### src/hw/ndid_pkg.sv
// Package with register map, fields, link codes and carrier types
package ndid_pkg;
  // ****************************************
  // Register map
  // ****************************************
  localparam logic [11:0] NODE_IDENTITY_OFS = 12'h0E8;
  localparam logic [11:0] PHY_REGISTER_ACCESS_OFS = 12'h0EC;
  localparam logic [11:0] IRQ_STATUS_OFS = 12'h1F0;
  localparam logic [11:0] IRQ_MASK_OFS = 12'h1F4;
  // ****************************************
  // Field positions and reset values
  // ****************************************
  localparam int ID_VALID_BIT = 31;
  localparam int ID_ROOT_BIT = 30;
  localparam int ID_CPS_BIT = 27;
  localparam int ID_SEG_LSB = 6;
  localparam int SEG_W = 10;
  localparam int IDX_W = 6;
  localparam logic [9:0] SEG_RESET = 10'h3FF;
  localparam int PA_DONE_BIT = 31;
  localparam int PA_RADDR_LSB = 24;
  localparam int PA_RDATA_LSB = 16;
  localparam int PA_RD_BIT = 15;
  localparam int PA_WR_BIT = 14;
  localparam int PA_TADDR_LSB = 8;
  localparam int IRQ_W = 3;
  localparam int IRQ_DONE = 0;
  localparam int IRQ_BUSRST = 1;
  localparam int IRQ_VALID = 2;
  localparam logic [31:0] PA_RESET = 32'h0000_0000;
  // ****************************************
  // Link request and status transfer
  // ****************************************
  localparam logic [2:0] LR_TYPE_READ = 3'h4;
  localparam logic [2:0] LR_TYPE_WRITE = 3'h5;
  localparam int LR_FRAME_W = 17;
  localparam logic [4:0] LR_LEN_READ = 5'h09;
  localparam logic [4:0] LR_LEN_WRITE = 5'h11;
  localparam logic [1:0] CTL_STATUS = 2'h1;
  localparam logic [3:0] ST_PAIRS = 4'h8;
  localparam logic [3:0] ST_FLAG_PAIRS = 4'h2;
  localparam int ST_BUSRST_BIT = 2;
  localparam logic [3:0] PHY_REG0 = 4'h0;
  // ****************************************
  // Carrier types
  // ****************************************
  typedef struct packed {
    logic [11:0] address;
    logic read;
    logic write;
    logic [31:0] writedata;
    logic [3:0] byteenable;
  } ndid_av_req_s;
  typedef struct packed {
    logic [1:0] ctl;
    logic [1:0] data;
  } ndid_phy_in_s;
  typedef enum logic [1:0] {
    TX_IDLE = 2'b01,
    TX_SEND = 2'b10
  } ndid_tx_e;
endpackage : ndid_pkg

### src/hw/ndid_regs.sv
// Node identity and PHY register access block
//
// Local design decision: the Avalon-MM register port.
`timescale 1ns/1ps
module ndid_regs (
  input wire logic clk_in,
  input wire logic reset_in,
  input wire logic ce_in,
  input wire ndid_pkg::ndid_av_req_s av_in,
  output logic [31:0] av_readdata_out,
  output logic av_waitrequest_out,
  input wire ndid_pkg::ndid_phy_in_s phy_in,
  output logic phy_lreq_out,
  output logic [15:0] node_id_out,
  output logic irq_out
);
  import ndid_pkg::*;

  // ****************************************
  // Helpers
  // ****************************************
  function automatic logic [31:0] be_mask(input logic [3:0] be);
    logic [31:0] m;
    m = '0;
    for (int i = 0; i < 4; i++) begin
      m[i*8 +: 8] = {8{be[i]}};
    end
    return m;
  endfunction : be_mask

  function automatic logic hit(input logic [11:0] a, input logic [11:0] o);
    return a == o;
  endfunction : hit

  // ****************************************
  // State
  // ****************************************
  logic node_ident_ok_flag, next_node_ident_ok_flag;
  logic root_flag, next_root_flag;
  logic cable_power_good, next_cable_power_good;
  logic [SEG_W-1:0] bus_segment_id, next_bus_segment_id;
  logic [IDX_W-1:0] phy_assigned_index, next_phy_assigned_index;
  logic phy_read_complete, next_phy_read_complete;
  logic [3:0] phy_returned_reg_index, next_phy_returned_reg_index;
  logic [7:0] phy_returned_value, next_phy_returned_value;
  logic phy_read_request, next_phy_read_request;
  logic phy_write_request, next_phy_write_request;
  logic [3:0] phy_target_reg, next_phy_target_reg;
  logic [7:0] phy_write_value, next_phy_write_value;
  logic [IRQ_W-1:0] irq_status, next_irq_status;
  logic [IRQ_W-1:0] irq_mask, next_irq_mask;
  logic [31:0] next_av_readdata;
  logic next_av_waitrequest;
  logic next_irq;
  logic [15:0] next_node_id;
  ndid_tx_e tx_state, next_tx_state;
  logic [LR_FRAME_W-1:0] tx_shift, next_tx_shift;
  logic [4:0] tx_cnt, next_tx_cnt;
  logic next_phy_lreq;
  logic [15:0] st_shift, next_st_shift;
  logic [3:0] st_cnt, next_st_cnt;

  // ****************************************
  // Bus decode and status receive terms
  // ****************************************
  logic wr_go, rd_go, st_active, st_end, st_done, st_busrst, st_reg0;
  logic [15:0] st_word;
  logic [31:0] wmask, wval, node_word, pa_word;
  logic tx_start, tx_last;

  always_comb begin
    wr_go = av_in.write && !av_waitrequest_out;
    rd_go = av_in.read && av_waitrequest_out;
    wmask = be_mask(av_in.byteenable);
    st_active = phy_in.ctl == CTL_STATUS;
    st_word = {phy_in.data, st_shift[15:2]};
    st_end = !st_active && (st_cnt != 4'h0);
    st_done = st_active && (st_cnt == ST_PAIRS - 4'h1);
    st_busrst = (st_done && st_word[ST_BUSRST_BIT]) ||
                (st_end && st_cnt >= ST_FLAG_PAIRS &&
                 st_shift[16 - 2*int'(st_cnt) + ST_BUSRST_BIT]);
    st_reg0 = st_done && st_word[7:4] == PHY_REG0;
    tx_start = tx_state == TX_IDLE && (phy_read_request || phy_write_request);
    tx_last = tx_state == TX_SEND && tx_cnt == 5'h00;
    node_word = '0;
    node_word[ID_VALID_BIT] = node_ident_ok_flag;
    node_word[ID_ROOT_BIT] = root_flag;
    node_word[ID_CPS_BIT] = cable_power_good;
    node_word[15:0] = {bus_segment_id, phy_assigned_index};
    pa_word = {phy_read_complete, 3'h0, phy_returned_reg_index,
               phy_returned_value, phy_read_request, phy_write_request,
               2'h0, phy_target_reg, phy_write_value};
    wval = '0;
    if (hit(av_in.address, NODE_IDENTITY_OFS)) begin
      wval = node_word;
    end else if (hit(av_in.address, PHY_REGISTER_ACCESS_OFS)) begin
      wval = pa_word;
    end else if (hit(av_in.address, IRQ_STATUS_OFS)) begin
      wval = 32'(irq_status);
    end else if (hit(av_in.address, IRQ_MASK_OFS)) begin
      wval = 32'(irq_mask);
    end
  end

  // ****************************************
  // Bus slave, one wait cycle per access
  // ****************************************
  always_comb begin
    next_av_waitrequest = 1'b1;
    next_av_readdata = av_readdata_out;
    if ((av_in.read || av_in.write) && av_waitrequest_out) begin
      next_av_waitrequest = 1'b0;
    end
    if (rd_go) begin
      next_av_readdata = wval;
    end
  end

  // ****************************************
  // Status receive from the PHY
  // ****************************************
  always_comb begin
    next_st_shift = st_shift;
    next_st_cnt = st_cnt;
    if (st_active) begin
      next_st_shift = st_word;
      next_st_cnt = st_done ? 4'h0 : st_cnt + 4'h1;
    end else begin
      next_st_cnt = 4'h0;
    end
  end

  // ****************************************
  // Link request sender
  // ****************************************
  always_comb begin
    next_tx_state = tx_state;
    next_tx_shift = tx_shift;
    next_tx_cnt = tx_cnt;
    next_phy_lreq = 1'b0;
    unique case (tx_state)
      TX_IDLE: begin
        if (tx_start) begin
          next_tx_state = TX_SEND;
          if (phy_read_request) begin
            next_tx_shift = {1'b1, LR_TYPE_READ, phy_target_reg, 1'b0,
                             8'h00};
            next_tx_cnt = LR_LEN_READ - 5'h01;
          end else begin
            next_tx_shift = {1'b1, LR_TYPE_WRITE, phy_target_reg,
                             phy_write_value, 1'b0};
            next_tx_cnt = LR_LEN_WRITE - 5'h01;
          end
        end
      end
      TX_SEND: begin
        next_phy_lreq = tx_shift[LR_FRAME_W-1];
        next_tx_shift = {tx_shift[LR_FRAME_W-2:0], 1'b0};
        next_tx_cnt = tx_cnt - 5'h01;
        if (tx_last) begin
          next_phy_lreq = 1'b0;
          next_tx_cnt = 5'h00;
          next_tx_state = TX_IDLE;
        end
      end
    endcase
  end

  // ****************************************
  // Register file
  // ****************************************
  always_comb begin
    logic [31:0] d;
    logic [IRQ_W-1:0] ev;
    d = wmask & av_in.writedata;
    ev = '0;
    next_node_ident_ok_flag = node_ident_ok_flag;
    next_root_flag = root_flag;
    next_cable_power_good = cable_power_good;
    next_bus_segment_id = bus_segment_id;
    next_phy_assigned_index = phy_assigned_index;
    next_phy_read_complete = phy_read_complete;
    next_phy_returned_reg_index = phy_returned_reg_index;
    next_phy_returned_value = phy_returned_value;
    next_phy_read_request = phy_read_request;
    next_phy_write_request = phy_write_request;
    next_phy_target_reg = phy_target_reg;
    next_phy_write_value = phy_write_value;
    next_irq_mask = irq_mask;
    next_irq_status = irq_status;
    if (wr_go && hit(av_in.address, NODE_IDENTITY_OFS)) begin
      next_bus_segment_id = (bus_segment_id & ~wmask[15:6]) |
                            d[15:6];
    end
    if (tx_last) begin
      next_phy_read_request = 1'b0;
      next_phy_write_request = 1'b0;
    end
    if (wr_go && hit(av_in.address, PHY_REGISTER_ACCESS_OFS)) begin
      next_phy_target_reg = (phy_target_reg & ~wmask[11:8]) | d[11:8];
      next_phy_write_value = (phy_write_value & ~wmask[7:0]) | d[7:0];
      if (d[PA_RD_BIT] || d[PA_WR_BIT]) begin
        next_phy_read_complete = 1'b0;
        next_phy_read_request = d[PA_RD_BIT];
        next_phy_write_request = d[PA_WR_BIT];
      end
    end
    if (wr_go && hit(av_in.address, IRQ_MASK_OFS)) begin
      next_irq_mask = (irq_mask & ~wmask[IRQ_W-1:0]) | d[IRQ_W-1:0];
    end
    if (wr_go && hit(av_in.address, IRQ_STATUS_OFS)) begin
      next_irq_status = irq_status & ~d[IRQ_W-1:0];
    end
    if (st_done) begin
      next_phy_read_complete = 1'b1;
      next_phy_returned_reg_index = st_word[7:4];
      next_phy_returned_value = st_word[15:8];
    end
    if (st_busrst) begin
      next_node_ident_ok_flag = 1'b0;
    end
    if (st_reg0) begin
      next_phy_assigned_index = st_word[15:10];
      next_root_flag = st_word[9];
      next_cable_power_good = st_word[8];
      next_node_ident_ok_flag = !st_word[ST_BUSRST_BIT];
    end
    ev[IRQ_DONE] = st_done;
    ev[IRQ_BUSRST] = st_busrst;
    ev[IRQ_VALID] = next_node_ident_ok_flag && !node_ident_ok_flag;
    next_irq_status = next_irq_status | ev;
    next_irq = |(next_irq_status & next_irq_mask);
    next_node_id = {next_bus_segment_id, next_phy_assigned_index};
  end

  always_ff @(posedge clk_in) begin
    if (reset_in) begin
      av_readdata_out <= 32'h0000_0000;
      av_waitrequest_out <= 1'b1;
      node_ident_ok_flag <= 1'b0;
      root_flag <= 1'b0;
      cable_power_good <= 1'b0;
      bus_segment_id <= SEG_RESET;
      phy_assigned_index <= '0;
      {phy_read_complete, phy_returned_reg_index, phy_returned_value,
       phy_read_request, phy_write_request, phy_target_reg,
       phy_write_value} <= {PA_RESET[31], PA_RESET[27:14],
                            PA_RESET[11:0]};
      irq_status <= '0;
      irq_mask <= '0;
      irq_out <= 1'b0;
      node_id_out <= {SEG_RESET, 6'h00};
      tx_state <= TX_IDLE;
      tx_shift <= '0;
      tx_cnt <= 5'h00;
      phy_lreq_out <= 1'b0;
      st_shift <= 16'h0000;
      st_cnt <= 4'h0;
    end else if (ce_in) begin
      av_readdata_out <= next_av_readdata;
      av_waitrequest_out <= next_av_waitrequest;
      node_ident_ok_flag <= next_node_ident_ok_flag;
      root_flag <= next_root_flag;
      cable_power_good <= next_cable_power_good;
      bus_segment_id <= next_bus_segment_id;
      phy_assigned_index <= next_phy_assigned_index;
      phy_read_complete <= next_phy_read_complete;
      phy_returned_reg_index <= next_phy_returned_reg_index;
      phy_returned_value <= next_phy_returned_value;
      phy_read_request <= next_phy_read_request;
      phy_write_request <= next_phy_write_request;
      phy_target_reg <= next_phy_target_reg;
      phy_write_value <= next_phy_write_value;
      irq_status <= next_irq_status;
      irq_mask <= next_irq_mask;
      irq_out <= next_irq;
      node_id_out <= next_node_id;
      tx_state <= next_tx_state;
      tx_shift <= next_tx_shift;
      tx_cnt <= next_tx_cnt;
      phy_lreq_out <= next_phy_lreq;
      st_shift <= next_st_shift;
      st_cnt <= next_st_cnt;
    end
  end
endmodule : ndid_regs

### config.mk
export PLATFORM = sky130hd
export DESIGN_NAME = ndid_regs
export DESIGN_NICKNAME = d
export VERILOG_FILES = /design/src/hw/ndid_pkg.sv /design/src/hw/ndid_regs.sv
export SDC_FILE = /design/constraint.sdc
export NUM_CORES = 1
export LEC_CHECK = 0
export ABC_AREA = 1
export BUFFER_PORTS_ARGS = -buffer_cell sky130_fd_sc_hd__buf_4
export CORE_AREA = 4 4 80 157
export CTS_BUF_LIST = sky130_fd_sc_hd__clkbuf_16
export CTS_CLUSTER_DIAMETER = 200
export DETAILED_ROUTE_END_ITERATION = 6
export DIE_AREA = 0 0 84 161
export PLACE_DENSITY = 0.82
export SLEW_MARGIN = 25
export SYNTH_ARGS = -nofsm -noshare
export SYNTH_HDL_FRONTEND = slang
export SYNTH_SLANG_ARGS = --single-unit
### constraint.sdc
create_clock -name clk_in -period 2 [get_ports clk_in]
set_input_delay 0.3 -clock clk_in [delete_from_list [all_inputs] [get_ports clk_in]]
set_output_delay 0.3 -clock clk_in [all_outputs]
set_load 0.01 [all_outputs]
==> qor.txt, run 1 <==
Clock Skew: 0.00616 ns
min cycle time layout: 1.79 ns
htree depth: 4
Critical Path Start Type: flip-flop
Slew Limit Fails: 0
Hold WC Path Type: in2reg
Finished Core Util: 0.631
Die Ht: 161 um
largest net degree at the start of global routing: 53
fraction of post-synthesis cell area in the top cell type by area: 0.447
Placeable Area: 11,300 um2
Clk pin slew, worst setup/hold paths: 0.06 ns
Worst-Skew Late Latency: 0.41 ns
hpwl dp: 11,400 um
RSZ-0062 raised after global routing: false
nets@finish: 924
clock buffer depth: 2
drt wl/cell: 15.6 um
YS warnings: 0
Slew HR: 0.612
cts bufs inserted: 17
Cell variety after synth: 39
leading post-synthesis cells by cell area: dfxtp_1 (45%), nand2_1 (11%), a21oi_1 (7.6%)
CP required: 2.29 ns
vias after detailed routing: 5,544
Total GRT Usage: 0.238
setup TNS: 0 ns
vias in the first global route: 5,613
P_leak: 0.00308 uW
Detailed Routing Iterations Pass 1: 7
DR iter-0 viols: 347
pwr dens: 913 nW/um2
max-cap violations: 0
die area: 13,500 um2
drc violations: 0
Cell Area, Synth: 5600 um2
period utilization: 0.897
Setup Buffers After CTS: 0
gr ovfl total: 0
WS Path Type: reg2reg
outcome: completed
Initial Util: 0.496
CTS Sinks: 125
Max VDD drop: 0.875 mV
post-synth top area cell: dfxtp_1
initial antenna violation count: 0
Worst Path Arrival: 2.08 ns
GPL Wtd Cong: 0.892
Port Buffers: 87
syn avg cell area: 7.31 um2
CTS tree: yes
Max Fclk: 0.558 GHz
Final setup viols: 0
first-pass GRT wire length: 25,800 um
register area share after synthesis: 0.447
Std-Cell Rows: 55
chip width: 84 um
post-route ant nets: 0
filler cell count: 955
Synth Register Bits: 125
Layout Area Growth over Synthesis: 27.3%
share of cells above drive strength 1: 0.201
via-per-instance ratio: 5.45
CP Max Fanout: 14
Least-Margin Pin Slew: 0.582 ns
Hold Vio Cnt, Final: 0
top-level port count: 108
CP endpoint kind: flip-flop
CTS Root Cell: clkbuf_16
Post-Route WL: 15,800 um
cell count after synthesis: 765
Antenna Diode Count: 0
[flip-flops by register name, summed over array words and instances, names as in the netlist, 3 cells and up, named ones only]
name	flops
av_readdata_out	30
irq_mask	3
irq_status	3
node_id_out	16
phy_returned_reg_index	4
phy_returned_value	8
st_cnt	4
st_shift	13
tx_cnt	5
tx_shift	16
[placed cells by master (no fill, tap or decap), types with 3 or more instances in the layout]
cell / n
a211oi_1: 8
a21oi_1: 85
a31oi_1: 12
buf_4: 117
bufinv_16: 5
clkbuf_16: 17
clkinv_1: 5
clkinvlp_4: 3
dfxtp_1: 123
ha_1: 4
inv_1: 88
inv_2: 6
nand2_1: 170
nand2_4: 4
nand3_1: 60
nand4_1: 8
nor2_1: 38
nor2_2: 3
nor2_4: 4
nor3_1: 3
o211ai_1: 18
o21ai_0: 54
o21ai_1: 9
o221ai_1: 3
[repair_timing]
item	CTS	global route
hold buffers	0	0
setup endpoints to repair	0	1
resized for setup	0	3
[worst paths after layout]
path | cells past startpoint | to | start | slack, ns
worst max-delay path | 8 | node_id_out[1] | st_cnt[1] | 0.21
worst min-delay path | 3 | node_id_out[13] | av_in[17] | 0.14
worst max register to register | 8 | node_id_out[1] | st_cnt[1] | 0.21
worst min register to register | 2 | phy_returned_value[6] | phy_returned_value[6] | 0.47
[stage by stage]
stage / cell area [um2] / power, uW / instances / setup WS, ns / hold WS [ns]
floorplan: 5600 / 2980 / 766 / 0.287 / 0.430
global placement: 6470 / 3190 / 985 / 0.156 / 0.442
detailed placement: 6470 / 3200 / 985 / 0.0935 / 0.449
CTS: 7120 / 6520 / 1017 / 0.131 / 0.129
global route: 7120 / 6710 / 1017 / 0.0497 / 0.153
finish: 7120 / 6510 / 1017 / 0.207 / 0.135
[logic make-up after synthesis]
kind of cell,after synthesis,share of synthesized area
simple gates,300,0.243
flops,125,0.447
compound gates,195,0.195
xor+xnor,2,0.00313
buf+inv,137,0.100
other cells,1,0.000670
fa+ha+maj,5,0.0112
[layer usage]
metal / vias up / GRT usage / routed length [um]
li1: 2729 / - / -
met1: 2581 / 0.230 / 5670
met2: 168 / 0.441 / 8650
met3: 66 / 0.0454 / 546
met4: 0 / 0.170 / 981
met5: - / 0 / 0
[worst max-delay path, cell delays in order, from the launching register on]
cell     delay, ns
dfxtp_2       0.37
ha_1          0.22
nand4_2       0.18
nor2_4        0.14
inv_2         0.08
nor2_1        0.13
inv_1         0.20
o21ai_0       0.28
a21oi_1       0.07
[report_power, final]
group	switching [uW]	internal [uW]
clock network	1140	2210
registers	45.3	2570
logic	339	211
[cell type report]
class	instances	area, um2	share of cell area
clock buffers	17	425	0.0597
repair buffers	118	898	0.126
multi-input cells	504	2540	0.356
inverters	96	360	0.0506
flip-flops and latches	125	2500	0.352
clock inverters	15	219	0.0307
well taps	142	178	0.0249
[Yosys cell counts, drive strengths merged]
cell       n
dfxtp    125
a31oi     12
clkbuf    23
o21a       1
nor3       6
o211ai    18
o221a      1
nand2    175
nand3     61
and2       1
and3       1
clkinv     2
a21oi     85
conb       1
nor4       1
o21ai     63
a211oi     8
o221ai     3
xor2       2
a22oi      1
nand4     10
buf       18
o31ai      1
nor2      45
inv       94
ha         5
o2111ai    2
Note: power is estimated with default switching activity, not from simulation.
==> run 2, diff against run 1 <==
--- a/config.mk
+++ b/config.mk
@@ -7,12 +7,13 @@
 export LEC_CHECK = 0
 export ABC_AREA = 1
 export BUFFER_PORTS_ARGS = -buffer_cell sky130_fd_sc_hd__buf_4
-export CORE_AREA = 4 4 80 157
+export CORE_AREA = 4 4 111 113
 export CTS_BUF_LIST = sky130_fd_sc_hd__clkbuf_16
 export CTS_CLUSTER_DIAMETER = 200
 export DETAILED_ROUTE_END_ITERATION = 6
-export DIE_AREA = 0 0 84 161
+export DIE_AREA = 0 0 115 117
 export PLACE_DENSITY = 0.82
+export RECOVER_POWER = 50
 export SLEW_MARGIN = 25
 export SYNTH_ARGS = -nofsm -noshare
 export SYNTH_HDL_FRONTEND = slang
==> run 2 against run 1 <==
  * First-iteration DRC count grew 41%
  * Total power shrank 8.7%
  * Worst setup slack improved by 0.028 ns
  * Flip-flop and latch count did not move
  * Combinational power shrank 8.7%
  * Critical endpoint is now irq_out
==> qor.txt, run 2 (synthesized netlist as in run 1, its figures left out) <==
Clock Skew: 0.00334 ns (-0.00282 ns)
WS Path Type: reg2reg
Top reg by flops: av_readdata_out
outcome: completed
cts hold-fix bufs: 0 (unchanged)
htree depth: 4 (unchanged)
Initial Util: 0.494 (-0.00153)
period utilization: 0.882 (-0.0142)
cts bufs inserted: 17 (unchanged)
P_leak: 0.00283 uW (-8.1%)
biggest registers after layout: av_readdata_out: 30 flops, node_id_out: 16 flops, tx_shift: 16 flops
Hold Vio Cnt, Final: 0 (unchanged)
first-pass GRT wire length: 23,900 um (-7.3%)
gr ovfl total: 0 (unchanged)
CP endpoint kind: flip-flop
max FFs per register: 30 (unchanged)
max-cap violations: 0 (unchanged)
CTS Root Cell: clkbuf_16
Total GRT Usage: 0.221 (-0.0172)
GPL Wtd Cong: 0.874 (-2.0%)
CTS Sinks: 125 (unchanged)
Slew HR: 0.424 (-0.188)
multi-input logic area: 2530 um2 (-0.20%)
Worst-Skew Late Latency: 0.41 ns (about the same)
DR iter-0 viols: 488 (+41%)
filler cell count: 1,054 (+10%)
RSZ-0062 raised after global routing: false
Detailed Routing Iterations Pass 1: 6 (-1)
hpwl dp: 10,300 um (-9.4%)
vias in the first global route: 5,143 (-8.4%)
most frequent cells in the layout: nand2_1 (170), dfxtp_1 (124), inv_1 (92)
nets@finish: 919 (-0.54%)
pwr dens: 878 nW/um2 (-3.9%)
Least-Margin Pin Slew: 0.863 ns (+0.282 ns)
Clk pin slew, worst setup/hold paths: 0.05 ns (about the same)
Die Ht: 117 um (-27%)
CTS tree: yes
post-route ant nets: 0 (unchanged)
setup TNS: 0 ns (unchanged)
vias after detailed routing: 5,540 (-0.072%)
DP Worst Slack: 0.192 ns (+0.0985 ns)
Hold WC Path Type: in2reg
drt wl/cell: 14.7 um (-5.6%)
largest net degree at the start of global routing: 43 (-19%)
min cycle time layout: 1.76 ns (-0.0284 ns)
Worst Path Arrival: 2.10 ns (+0.02 ns)
Total Power: 5940 uW (-8.7%)
FF+latch area: 2500 um2 (about the same)
Max VDD drop: 0.685 mV (-22%)
via-per-instance ratio: 5.47 (+0.42%)
Antenna Diode Count: 0 (unchanged)
CP Max Fanout: 5 (-9)
Slew Limit Fails: 0 (unchanged)
final worst slack: 0.235 ns (+0.0284 ns)
Finished Core Util: 0.598 (-0.0333)
Critical Path Start Type: flip-flop
share of cells above drive strength 1: 0.130 (-0.0711)
top-level port count: 108 (unchanged)
Placeable Area: 11,300 um2 (+0.31%)
clock buffer depth: 2 (unchanged)
initial antenna violation count: 0 (unchanged)
Port Buffers: 87 (unchanged)
chip width: 115 um (+37%)
Max Fclk: 0.567 GHz (+1.6%)
drc violations: 0 (unchanged)
Final setup viols: 0 (unchanged)
Layout Area Growth over Synthesis: 21.0%
CP required: 2.34 ns (+0.05 ns)
die area: 13,500 um2 (-0.51%)
Post-Route WL: 14,900 um (-6.1%)
commonest non-fill, non-tap cell in the layout: nand2_1
Std-Cell Rows: 39 (-29%)
run 2: cell count changes in the layout (fill, tap and decap cells not counted), sizes merged:
cell	delta
clkinv	+4
inv	+1
buf	-57
bufinv	-3
clkinvlp	-3
clkbuf	+52
run 2: worst paths after layout:
check / startpoint / endpoint / slack (ns) / cells after the start
setup reg to reg: st_cnt[0] / irq_out / 0.24 / 14
hold reg to reg: node_id_out[4] / node_id_out[4] / 0.46 / 2
setup / recovery: st_cnt[0] / irq_out / 0.24 / 14
hold / removal: av_in[13] / node_id_out[9] / 0.14 / 3
run 2: metrics by stage:
| stage | cells | hold slack (ns) | cell area, um2 |
|---|---|---|---|
| finish | 1012 | 0.144 | 6770 |
| detailed placement | 981 | 0.453 | 6430 |
| global route | 1012 | 0.151 | 6770 |
| global placement | 981 | 0.451 | 6430 |
| floorplan | 766 | 0.430 | 5600 |
| CTS | 1012 | 0.135 | 6960 |
run 2: what timing repair did:
action / 4_1_cts / 5_1_grt
gates resized for setup: 0 / 2
endpoints found under the setup margin: 0 / 1
setup buffers: 0 / 0
run 2: report_power, final:
| part | internal [uW] | leakage (uW) | total, uW | switching [uW] |
|---|---|---|---|---|
| clock | 1780 | 0.000282 | 2830 | 1050 |
| sequential | 2570 | 0.00102 | 2610 | 43.6 |
| combinational | 180 | 0.00153 | 501 | 321 |
run 2: cell type report:
type,count,share of cell area
clock buffers,17,0.0628
clock inverters,14,0.0166
inverters,96,0.0532
multi-input cells,504,0.374
flip-flops and latches,125,0.370
well taps,143,0.0264
repair buffers,113,0.0967
run 2: critical path: stages, from the launching register on:
cell and delay, ns:
dfxtp_1 0.39, inv_1 0.08, ha_2 0.38, inv_1 0.05
nand2_1 0.06, nand2_1 0.06, nand2_1 0.06, nand2_1 0.04
nand2_1 0.05, nand3_1 0.11, nand3_1 0.13, nand2_1 0.06
nand2_1 0.06, nand2_1 0.04, a21oi_1 0.12
run 2: layer usage:
layer  vias to the layer above  global-route usage  routed length, um
met5                         -                   0                  0
met4                         0              0.0978                388
met3                        36              0.0545                971
met2                       216               0.378               7390
met1                      2573               0.265               6130
li1                       2715                   -                  -
